--- config.mk ---
export PLATFORM = sky130hd
export DESIGN_NAME = dcdc_fault_sleep_irq
export DESIGN_NICKNAME = d
export VERILOG_FILES = /design/src/rtl/dcdc_fault_pkg.sv /design/src/rtl/dcdc_fault_sleep_irq.sv
export SDC_FILE = /design/constraint.sdc
export NUM_CORES = 1
export LEC_CHECK = 0
export ABC_AREA = 1
export BUFFER_PORTS_ARGS = -buffer_cell sky130_fd_sc_hd__buf_2
export CORE_MARGIN = 5
export CORE_UTILIZATION = 40
export DETAILED_ROUTE_END_ITERATION = 16
export PLACE_DENSITY = 0.68
export SKIP_CTS_REPAIR_TIMING = 1
export SYNTH_ARGS = -nofsm -noshare
export SYNTH_HDL_FRONTEND = slang
export SYNTH_SLANG_ARGS = --single-unit
--- constraint.sdc ---
create_clock -name ref_clk -period 2.8 [get_ports ref_clk]
set_input_delay 0 -clock ref_clk [delete_from_list [all_inputs] [get_ports ref_clk]]
set_output_delay 0 -clock ref_clk [all_outputs]
set_load 0.02 [all_outputs]
--- src/rtl/dcdc_fault_pkg.sv ---
// constants for the converter fault, sleep and undervoltage interrupt block
// assumes a single 25 MHz clock and a 32-bit apb register bus
package dcdc_fault_pkg;
  localparam int unsigned NUM_CONV = 6;
  localparam int unsigned CLK_HZ   = 25000000;

  // printed offsets are register indices; byte address is four times the index
  localparam logic [7:0] IDX_UV_STATUS    = 8'h1c;
  localparam logic [7:0] IDX_UV_MASK      = 8'h24;
  localparam logic [7:0] IDX_ACTIVE_OPT   = 8'hb1;
  localparam logic [7:0] IDX_CONV1_FAULT  = 8'hb5;
  localparam logic [7:0] IDX_CONV2_MODE   = 8'hb7;
  localparam logic [7:0] IDX_CONV2_FAULT  = 8'hb8;
  localparam logic [7:0] IDX_CONV3_FAULT  = 8'hbb;
  localparam logic [7:0] IDX_CONV4_FAULT  = 8'hbe;
  localparam logic [7:0] IDX_CONV5_MODE   = 8'hc0;
  localparam logic [7:0] IDX_CONV5_FAULT  = 8'hc1;
  localparam logic [7:0] IDX_CONV6_FAULT  = 8'hc4;
  localparam logic [7:0] IDX_SLEEP_CTRL   = 8'hd0;
  localparam logic [7:0] IDX_BLOCK_STATUS = 8'hd1;

  // field positions
  localparam int unsigned SLEEP_ACT_BIT   = 12;
  localparam int unsigned SLEEP_SRC_LSB   = 8;
  localparam int unsigned FAULT_ACT_LSB   = 14;
  localparam int unsigned BLANK_LSB       = 12;
  localparam int unsigned REG_W           = 16;

  localparam logic [15:0] MODE_WR_MASK    = 16'h135f;
  localparam logic [15:0] FAULT_WR_MASK   = 16'hc000;
  localparam logic [15:0] ACTOPT_WR_MASK  = 16'h3000;
  localparam logic [15:0] MODE_RESET      = 16'h0008;
  localparam logic [15:0] ZERO16          = 16'h0000;

  localparam logic [1:0] SRC_GLOBAL = 2'b00;
  localparam logic [1:0] SRC_LINE1  = 2'b01;
  localparam logic [1:0] SRC_LINE2  = 2'b10;
  localparam logic [1:0] SRC_LINE3  = 2'b11;

  localparam logic [1:0] ACT_IGNORE   = 2'b00;
  localparam logic [1:0] ACT_CONV_OFF = 2'b01;

  // blanking times in microseconds
  localparam int unsigned BLANK0_US = 500;
  localparam int unsigned BLANK1_US = 2000;
  localparam int unsigned BLANK2_US = 32000;
  localparam int unsigned BLANK3_US = 256000;
  localparam int unsigned CYC_PER_US = CLK_HZ / 1000000;
  localparam int unsigned PERSIST_DEF = 64;
endpackage : dcdc_fault_pkg

--- src/rtl/dcdc_fault_sleep_irq.sv ---
// converter sleep control, fault action, blanking, filtering and uv interrupt
// assumes apb master on ref_clk; analogue comparator and enable inputs are async
// Operation
// - a boost converter with its sleep action bit 0 runs on in sleep, with 1 it is off.
// - the sleep source field picks the global bit, or line 1, 2 or 3, for codes 00 to 11.
// - an asserted sleep input pin forces sleep behaviour regardless of source.
// - undervoltage is flagged when an output falls below 95 percent of target.
// - each converter has a fault action field reset to 00: ignore, converter off, system off.
// - fault action code 11 acts like system shutdown.
// - every fault sets its interrupt flag whatever the fault action.
// - a fault is reported only if it persists, so brief surges are ignored.
// - faults from a just-started converter are ignored until blanking time has passed.
// - one blanking field for all converters, reset 00, selects 0.5, 2, 32 or 256 ms.
// - the summary interrupt combines all six converter flags and the regulator flags.
// - each converter has a uv flag set on a rising edge, converter 1 at bit 0 to 6 at bit 5.
// - reading the status register clears the flags that the read returned set.
// - the mask has the status layout and a 1 stops that flag driving the summary.
//
// Chosen here: the APB interface to the registers.
`timescale 1ns/1ps
module dcdc_fault_sleep_irq
  import dcdc_fault_pkg::*;
#(
  parameter int unsigned PERSIST_CYCLES = PERSIST_DEF,
  parameter int unsigned BLANK0_CYC     = BLANK0_US * CYC_PER_US,
  parameter int unsigned BLANK1_CYC     = BLANK1_US * CYC_PER_US,
  parameter int unsigned BLANK2_CYC     = BLANK2_US * CYC_PER_US,
  parameter int unsigned BLANK3_CYC     = BLANK3_US * CYC_PER_US
)(
  input  wire logic                ref_clk,
  input  wire logic                rst,
  input  wire logic                psel,
  input  wire logic                penable,
  input  wire logic                pwrite,
  input  wire logic [11:0]         paddr,
  input  wire logic [31:0]         pwdata,
  input  wire logic [3:0]          pstrb,
  output logic      [31:0]         prdata,
  output logic                     pready,
  output logic                     pslverr,
  input  wire logic [NUM_CONV-1:0] conv_enable,
  input  wire logic [NUM_CONV-1:0] conv_below_95pct,
  input  wire logic                regulator_uv_irq,
  input  wire logic                low_power_line_1,
  input  wire logic                low_power_line_2,
  input  wire logic                low_power_line_3,
  input  wire logic                sleep_pin,
  input  wire logic                sleep_request,
  output logic      [NUM_CONV-1:0] conv_output_on,
  output logic                     system_shutdown,
  output logic                     undervoltage_summary_irq
);
  localparam int unsigned PW = $clog2(PERSIST_CYCLES + 1);
  localparam int unsigned BW = $clog2(BLANK3_CYC + 1);
  localparam int unsigned NS = NUM_CONV + 5;
  localparam logic [PW-1:0] PERSIST_MAX = PW'(PERSIST_CYCLES);

  // pin synchronisers; stage one read only by stage two
  logic [NS-1:0] sync1_reg;
  logic [NS-1:0] sync2_reg;
  logic [NUM_CONV-1:0] en_sync1_reg;
  logic [NUM_CONV-1:0] en_sync_reg;
  always_ff @(posedge ref_clk) begin
    if (rst) begin
      sync1_reg <= '0;
      sync2_reg <= '0;
      en_sync1_reg <= '0;
      en_sync_reg  <= '0;
    end else begin
      sync1_reg <= {regulator_uv_irq, sleep_pin, low_power_line_3, low_power_line_2,
                    low_power_line_1, conv_below_95pct};
      sync2_reg <= sync1_reg;
      en_sync1_reg <= conv_enable;
      en_sync_reg  <= en_sync1_reg;
    end
  end

  logic [NUM_CONV-1:0] uv_raw;
  logic                line1;
  logic                line2;
  logic                line3;
  logic                pin_sleep;
  logic                ldo_uv;
  assign uv_raw    = sync2_reg[NUM_CONV-1:0];
  assign line1     = sync2_reg[NUM_CONV];
  assign line2     = sync2_reg[NUM_CONV+1];
  assign line3     = sync2_reg[NUM_CONV+2];
  assign pin_sleep = sync2_reg[NUM_CONV+3];
  assign ldo_uv    = sync2_reg[NUM_CONV+4];

  // registers
  logic [REG_W-1:0]    mode2_reg;
  logic [REG_W-1:0]    mode5_reg;
  logic [REG_W-1:0]    actopt_reg;
  logic [1:0]          fault_act_reg [NUM_CONV];
  logic [NUM_CONV-1:0] uv_status_reg;
  logic [NUM_CONV-1:0] uv_mask_reg;
  logic                global_sleep_reg;

  logic [7:0]  idx;
  logic        setup_rd;
  logic        wr_en;
  logic        rd_status;
  logic [15:0] wdata16;
  assign idx       = paddr[9:2];
  assign wr_en     = psel && penable && pwrite;
  assign setup_rd  = psel && !penable && !pwrite;
  assign rd_status = psel && penable && !pwrite && !pslverr && (idx == IDX_UV_STATUS);
  assign pready    = 1'b1;

  function automatic logic [15:0] strb_merge(input logic [15:0] old_v,
                                             input logic [15:0] mask);
    logic [15:0] nv;
    nv = old_v;
    if (pstrb[0]) nv[7:0]  = pwdata[7:0];
    if (pstrb[1]) nv[15:8] = pwdata[15:8];
    strb_merge = nv & mask;
  endfunction : strb_merge

  function automatic int conv_of_fault_idx(input logic [7:0] a);
    unique case (a)
      IDX_CONV1_FAULT: conv_of_fault_idx = 0;
      IDX_CONV2_FAULT: conv_of_fault_idx = 1;
      IDX_CONV3_FAULT: conv_of_fault_idx = 2;
      IDX_CONV4_FAULT: conv_of_fault_idx = 3;
      IDX_CONV5_FAULT: conv_of_fault_idx = 4;
      IDX_CONV6_FAULT: conv_of_fault_idx = 5;
      default:         conv_of_fault_idx = -1;
    endcase
  endfunction : conv_of_fault_idx

  // every mapped index; any other answers with an error and reads zero
  function automatic logic reg_mapped(input logic [7:0] a);
    unique case (a)
      IDX_UV_STATUS,
      IDX_UV_MASK,
      IDX_ACTIVE_OPT,
      IDX_CONV2_MODE,
      IDX_CONV5_MODE,
      IDX_SLEEP_CTRL,
      IDX_BLOCK_STATUS: reg_mapped = 1'b1;
      default:          reg_mapped = conv_of_fault_idx(a) >= 0;
    endcase
  endfunction : reg_mapped

  // only aligned words in the low window decode
  function automatic logic addr_legal(input logic [11:0] a);
    addr_legal = a[11:10] == 2'b00 && a[1:0] == 2'b00 && reg_mapped(a[9:2]);
  endfunction : addr_legal

  // pready is tied high, so every access completes in its first cycle
  logic addr_ok;
  assign addr_ok = addr_legal(paddr);
  assign pslverr = psel && penable && !addr_ok;

  // one write decode for the single registers, the fault action fields decode inline; refused transfers never land
  function automatic logic wr_hit(input logic [7:0] a);
    wr_hit = wr_en && !pslverr && idx == a;
  endfunction : wr_hit

  always_ff @(posedge ref_clk) begin
    if (rst) begin
      mode2_reg <= MODE_RESET;
    end else if (wr_hit(IDX_CONV2_MODE)) begin
      mode2_reg <= strb_merge(mode2_reg, MODE_WR_MASK);
    end
  end

  always_ff @(posedge ref_clk) begin
    if (rst) begin
      mode5_reg <= MODE_RESET;
    end else if (wr_hit(IDX_CONV5_MODE)) begin
      mode5_reg <= strb_merge(mode5_reg, MODE_WR_MASK);
    end
  end

  always_ff @(posedge ref_clk) begin
    if (rst) begin
      actopt_reg <= ZERO16;
    end else if (wr_hit(IDX_ACTIVE_OPT)) begin
      actopt_reg <= strb_merge(actopt_reg, ACTOPT_WR_MASK);
    end
  end

  always_ff @(posedge ref_clk) begin
    if (rst) begin
      uv_mask_reg <= '0;
    end else if (wr_hit(IDX_UV_MASK) && pstrb[0]) begin
      uv_mask_reg <= pwdata[NUM_CONV-1:0];
    end
  end

  always_ff @(posedge ref_clk) begin
    if (rst) begin
      global_sleep_reg <= 1'b0;
    end else if (wr_hit(IDX_SLEEP_CTRL) && pstrb[0]) begin
      global_sleep_reg <= pwdata[0];
    end
  end

  genvar g;
  generate
    for (g = 0; g < NUM_CONV; g++) begin : g_fact
      always_ff @(posedge ref_clk) begin
        if (rst) begin
          fault_act_reg[g] <= ACT_IGNORE;
        end else if (wr_en && !pslverr && conv_of_fault_idx(idx) == g && pstrb[1]) begin
          fault_act_reg[g] <= pwdata[FAULT_ACT_LSB +: 2];
        end
      end
    end
  endgenerate

  // sleep decision for the two boost converters
  function automatic logic sleep_sel(input logic [15:0] m);
    logic s;
    unique case (m[SLEEP_SRC_LSB +: 2])
      // sleep_request is a same-clock level, so it has no synchroniser
      SRC_GLOBAL: s = global_sleep_reg || sleep_request;
      SRC_LINE1:  s = line1;
      SRC_LINE2:  s = line2;
      SRC_LINE3:  s = line3;
    endcase
    sleep_sel = s || pin_sleep;
  endfunction : sleep_sel

  logic [NUM_CONV-1:0] sleep_off;
  always_comb begin
    sleep_off    = '0;
    sleep_off[1] = sleep_sel(mode2_reg) && mode2_reg[SLEEP_ACT_BIT];
    sleep_off[4] = sleep_sel(mode5_reg) && mode5_reg[SLEEP_ACT_BIT];
  end

  // blanking, persistence and fault reaction per converter
  logic [BW-1:0] blank_len;
  always_comb begin
    unique case (actopt_reg[BLANK_LSB +: 2])
      2'b00: blank_len = BW'(BLANK0_CYC);
      2'b01: blank_len = BW'(BLANK1_CYC);
      2'b10: blank_len = BW'(BLANK2_CYC);
      2'b11: blank_len = BW'(BLANK3_CYC);
    endcase
  end

  logic [NUM_CONV-1:0] fault_q;
  logic [NUM_CONV-1:0] fault_prev_reg;
  logic [NUM_CONV-1:0] conv_tripped_reg;
  logic [NUM_CONV-1:0] sys_req;
  generate
    for (g = 0; g < NUM_CONV; g++) begin : g_conv
      logic [BW-1:0] blank_cnt_reg;
      logic [PW-1:0] pers_cnt_reg;
      logic          en_prev_reg;
      logic          blanking;
      assign blanking = blank_cnt_reg != '0;
      always_ff @(posedge ref_clk) begin
        if (rst) begin
          blank_cnt_reg <= '0;
          en_prev_reg   <= 1'b0;
        end else begin
          en_prev_reg <= en_sync_reg[g];
          if (en_sync_reg[g] && !en_prev_reg) begin
            blank_cnt_reg <= blank_len;
          end else if (!en_sync_reg[g]) begin
            blank_cnt_reg <= '0;
          end else if (blanking) begin
            blank_cnt_reg <= blank_cnt_reg - BW'(1);
          end
        end
      end
      // counter saturates; a single gap restarts it, so surges never count
      always_ff @(posedge ref_clk) begin
        if (rst) begin
          pers_cnt_reg <= '0;
        end else if (!uv_raw[g] || blanking || !en_sync_reg[g]) begin
          pers_cnt_reg <= '0;
        end else if (pers_cnt_reg != PERSIST_MAX) begin
          pers_cnt_reg <= pers_cnt_reg + PW'(1);
        end
      end
      assign fault_q[g] = pers_cnt_reg == PERSIST_MAX;
      assign sys_req[g] = fault_q[g] && fault_act_reg[g][1];
      always_ff @(posedge ref_clk) begin
        if (rst) begin
          conv_tripped_reg[g] <= 1'b0;
        end else if (!en_sync_reg[g]) begin
          conv_tripped_reg[g] <= 1'b0;
        end else if (fault_q[g] && fault_act_reg[g] == ACT_CONV_OFF) begin
          conv_tripped_reg[g] <= 1'b1;
        end
      end
    end
  endgenerate

  // shutdown latches until reset; the power sequencer owns the recovery
  always_ff @(posedge ref_clk) begin
    if (rst) begin
      system_shutdown <= 1'b0;
    end else if (|sys_req) begin
      system_shutdown <= 1'b1;
    end
  end

  always_ff @(posedge ref_clk) begin
    if (rst) begin
      conv_output_on <= '0;
    end else begin
      // registered so no decode glitch reaches a converter enable
      conv_output_on <= en_sync_reg & ~sleep_off & ~conv_tripped_reg
                        & {NUM_CONV{!system_shutdown}};
    end
  end

  // status: set on filtered rising edge, set beats the read clear
  logic [NUM_CONV-1:0] uv_rise;
  logic [NUM_CONV-1:0] rd_snap_reg;
  assign uv_rise = fault_q & ~fault_prev_reg;
  always_ff @(posedge ref_clk) begin
    if (rst) begin
      fault_prev_reg <= '0;
      uv_status_reg  <= '0;
    end else begin
      fault_prev_reg <= fault_q;
      // flag raised whatever the action field holds
      uv_status_reg  <= (uv_status_reg & ~(rd_status ? rd_snap_reg : '0)) | uv_rise;
    end
  end
  // clear exactly what the read returned, captured at setup
  always_ff @(posedge ref_clk) begin
    if (rst) begin
      rd_snap_reg <= '0;
    end else if (setup_rd) begin
      rd_snap_reg <= uv_status_reg;
    end
  end

  always_ff @(posedge ref_clk) begin
    if (rst) begin
      undervoltage_summary_irq <= 1'b0;
    end else begin
      undervoltage_summary_irq <= |(uv_status_reg & ~uv_mask_reg) || ldo_uv;
    end
  end

  // status shows the live flags; the snapshot taken alongside drives the clear
  logic [31:0] rd_word;
  always_comb begin
    rd_word = '0;
    if (conv_of_fault_idx(idx) >= 0) begin
      rd_word[FAULT_ACT_LSB +: 2] = fault_act_reg[conv_of_fault_idx(idx)];
    end
    unique case (idx)
      IDX_UV_STATUS:    rd_word[NUM_CONV-1:0] = uv_status_reg;
      IDX_UV_MASK:      rd_word[NUM_CONV-1:0] = uv_mask_reg;
      IDX_ACTIVE_OPT:   rd_word[15:0] = actopt_reg;
      IDX_CONV2_MODE:   rd_word[15:0] = mode2_reg;
      IDX_CONV5_MODE:   rd_word[15:0] = mode5_reg;
      IDX_SLEEP_CTRL:   rd_word[0] = global_sleep_reg;
      IDX_BLOCK_STATUS: rd_word[15:0] = {2'b00, system_shutdown, conv_tripped_reg,
                                          1'b0, conv_output_on};
      default: ;
    endcase
  end

  always_ff @(posedge ref_clk) begin
    if (rst) begin
      prdata <= '0;
    end else if (setup_rd) begin
      // refused reads return zero
      prdata <= addr_ok ? rd_word : '0;
    end
  end
endmodule : dcdc_fault_sleep_irq

==> results.json <==
{
  "wl_um": 40500,
  "finalClockSkew_ns": 0.0149,
  "pre_cts_ws_ns": 0.524,
  "async_flop_share": 0,
  "syn_area_per_cell_um2": 6.91,
  "die_h_um": 205,
  "initial_core_util": 0.406,
  "antenna_found_initial": 0,
  "slew_viol_final": 0,
  "regArea_um2": 6270,
  "synth.top_cells.by_area": "dfxtp_1, nor2_1, nand2_1",
  "vdd_drop_max_mv": 0.402,
  "status": "completed",
  "leakagePower_nw": 7.91,
  "crit_required_ns": 3.22,
  "layout_commonest_cell": "nor2_1",
  "wl_met1_um": 18300,
  "start_kind": "flip-flop",
  "endpoint_kind": "flip-flop",
  "ys_types": 55,
  "highest_layer": "met4",
  "syn2layout_area_growth_pct": 16.1,
  "grt_remaining_overflow": 0,
  "hold_path_class": "primary input to flip-flop",
  "ant_nets": 0,
  "multi_input_area_um2": 7650,
  "die-area_um2": 42200,
  "cts_sinks": 307,
  "netlist_area_um2": 15300,
  "wire_per_inst_um": 14.1,
  "final_cell_mix": "nor2_1, nand2_1, dfxtp_1, inv_1, a21oi_1",
  "gp_congestion": 0.898,
  "cts_max_path_buffers": 3,
  "clk_pin_slew_worst_paths_ns": 0.06,
  "io_pins": 113,
  "wl_met3_um": 2230,
  "min_period_ns": 2.34,
  "yosysSeqAreaShare": 0.410,
  "route.met2.wl_um": 18800,
  "grt_max_degree": 89,
  "cap_viol_max_count": 0,
  "cts_root_buffer": "clkbuf_16",
  "fin_ws_ns": 0.456,
  "die_x_um": 205,
  "cts_buffers": 36,
  "detail_route.iter0.violations": 1060,
  "critPathKind": "flip-flop to flip-flop",
  "ys_warn_count": 0,
  "via_per_inst": 5.02,
  "synth_flop_cell": "dfxtp_1",
  "hpwl_um": 29300,
  "yosys.area.top_type": "dfxtp_1",
  "p_per_area_nw_per_um2": 571,
  "max-slew-margin-rel": 0.527,
  "clk_latency_ns": 0.53,
  "fill_cells": 3772,
  "drive_gt1_frac": 0.0752,
  "synth_top_area_frac": 0.387,
  "final.period_utilization": 0.837,
  "dr_total_vias": 14400,
  "netlist_instances": 2212,
  "rows": 71,
  "antenna_cells": 0,
  "grt_first_pass_wirelength_um": 65600,
  "synth_edf_count": 12,
  "largest_reg_flops": 138,
  "ys_ff_latch": 307,
  "grt_util_all_layers": 0.187,
  "tightest_slew_ns": 0.707,
  "fin_tns_setup_ns": 0,
  "cts_tree": "yes",
  "io_buffers": 74,
  "core_um2": 37700,
  "fin_nets": 2422,
  "clock.fmax_ghz": 0.427,
  "first_global_vias": 13500,
  "drc_errors": 0,
  "cp_max_fo": 6,
  "dr.pass1.iters": 6,
  "cp.arrival_ns": 2.76,
  "hold_slack_ns": 0.00660,
  "setup_viol": 0,
  "hold_viol": 0,
  "rsz0062_at_grt": "no",
  "htree_levels": 2
}
path summary, 6_finish.rpt:
kind	from	slack, ns	endpoint	cells past startpoint
max	g_conv[1].blank_cnt_reg[0]	0.46	g_conv[1].blank_cnt_reg[3]	11
max reg2reg	g_conv[1].blank_cnt_reg[0]	0.46	g_conv[1].blank_cnt_reg[3]	11
min	penable	0.007	rd_snap_reg[1]	4
min reg2reg	sync1_reg[8]	0.40	sync2_reg[8]	2
layer usage:
metal | global-route usage | vias to the layer above
met1 | 0.250 | 6554
met2 | 0.310 | 412
met3 | 0.0287 | 81
met4 | 0.0651 | 0
li1 | - | 7349
met5 | 0 | -
critical path, cell delays in order, from the launching register on:
cell and delay [ns]:
dfxtp_1 0.33, inv_1 0.08, ha_1 0.22, nand3_1 0.13
nor2_1 0.24, nand4_1 0.16, nor2_1 0.15, nand3_1 0.25
nor2_1 0.42, o21ai_0 0.12, o21ai_0 0.09, nor2_1 0.05
through the flow:
| stage | cell area [um2] | cells | utilization | total power, mW |
|---|---|---|---|---|
| 4_1_cts | 17400 | 2828 | 0.461 | 10.2 |
| 2_1_floorplan | 15300 | 2227 | - | 5.18 |
| 5_1_grt | 17700 | 2866 | 0.471 | 10.5 |
| 3_3_place_gp | 16100 | 2762 | 0.428 | 5.35 |
| 6_report | 17700 | 2866 | 0.471 | 10.1 |
| 3_5_place_dp | 16100 | 2762 | 0.428 | 5.37 |
cell families (layout without fill, tap and decap cells):
kind of cell	after synthesis	count (layout)	share of synthesized area
buffers and inverters	358	486	0.0930
xor gates and xnor gates	59	59	0.0338
other	2	17	0.000492
adders and majority gates	24	24	0.0197
DFF	307	307	0.410
AOI/OAI and AO/OA	317	317	0.121
and+or+nand+nor	1145	1145	0.322
Yosys cell counts, drive strengths merged (5+ instances only):
library cell and n:
a211oi 43, a21o 5, a21oi 137, a31oi 8, buf 23, clkbuf 36
clkinv 5, dfxtp 295, edfxtp 12, ha 24, inv 294, nand2 418
nand3 129, nand3b 18, nand4 22, nor2 432, nor3 80, nor3b 11
nor4 14, o2111ai 5, o211ai 6, o21ai 76, o22ai 14, o31ai 6
or2 14, xnor2 10, xor2 49
cell type report:
cell class | count | area share
timing repair buffer | 121 | 0.0472
sequential | 307 | 0.353
clock buffer | 53 | 0.0590
multi-input combinational | 1562 | 0.431
clock inverter | 13 | 0.00967
tap | 511 | 0.0361
inverter | 299 | 0.0633
where the power goes:
group,internal (mW),switching [mW],leakage (nW)
registers,4.46,0.0465,2.50
clock network,2.96,1.84,0.595
logic,0.288,0.528,4.82
Note: power is estimated with default switching activity, not from simulation.
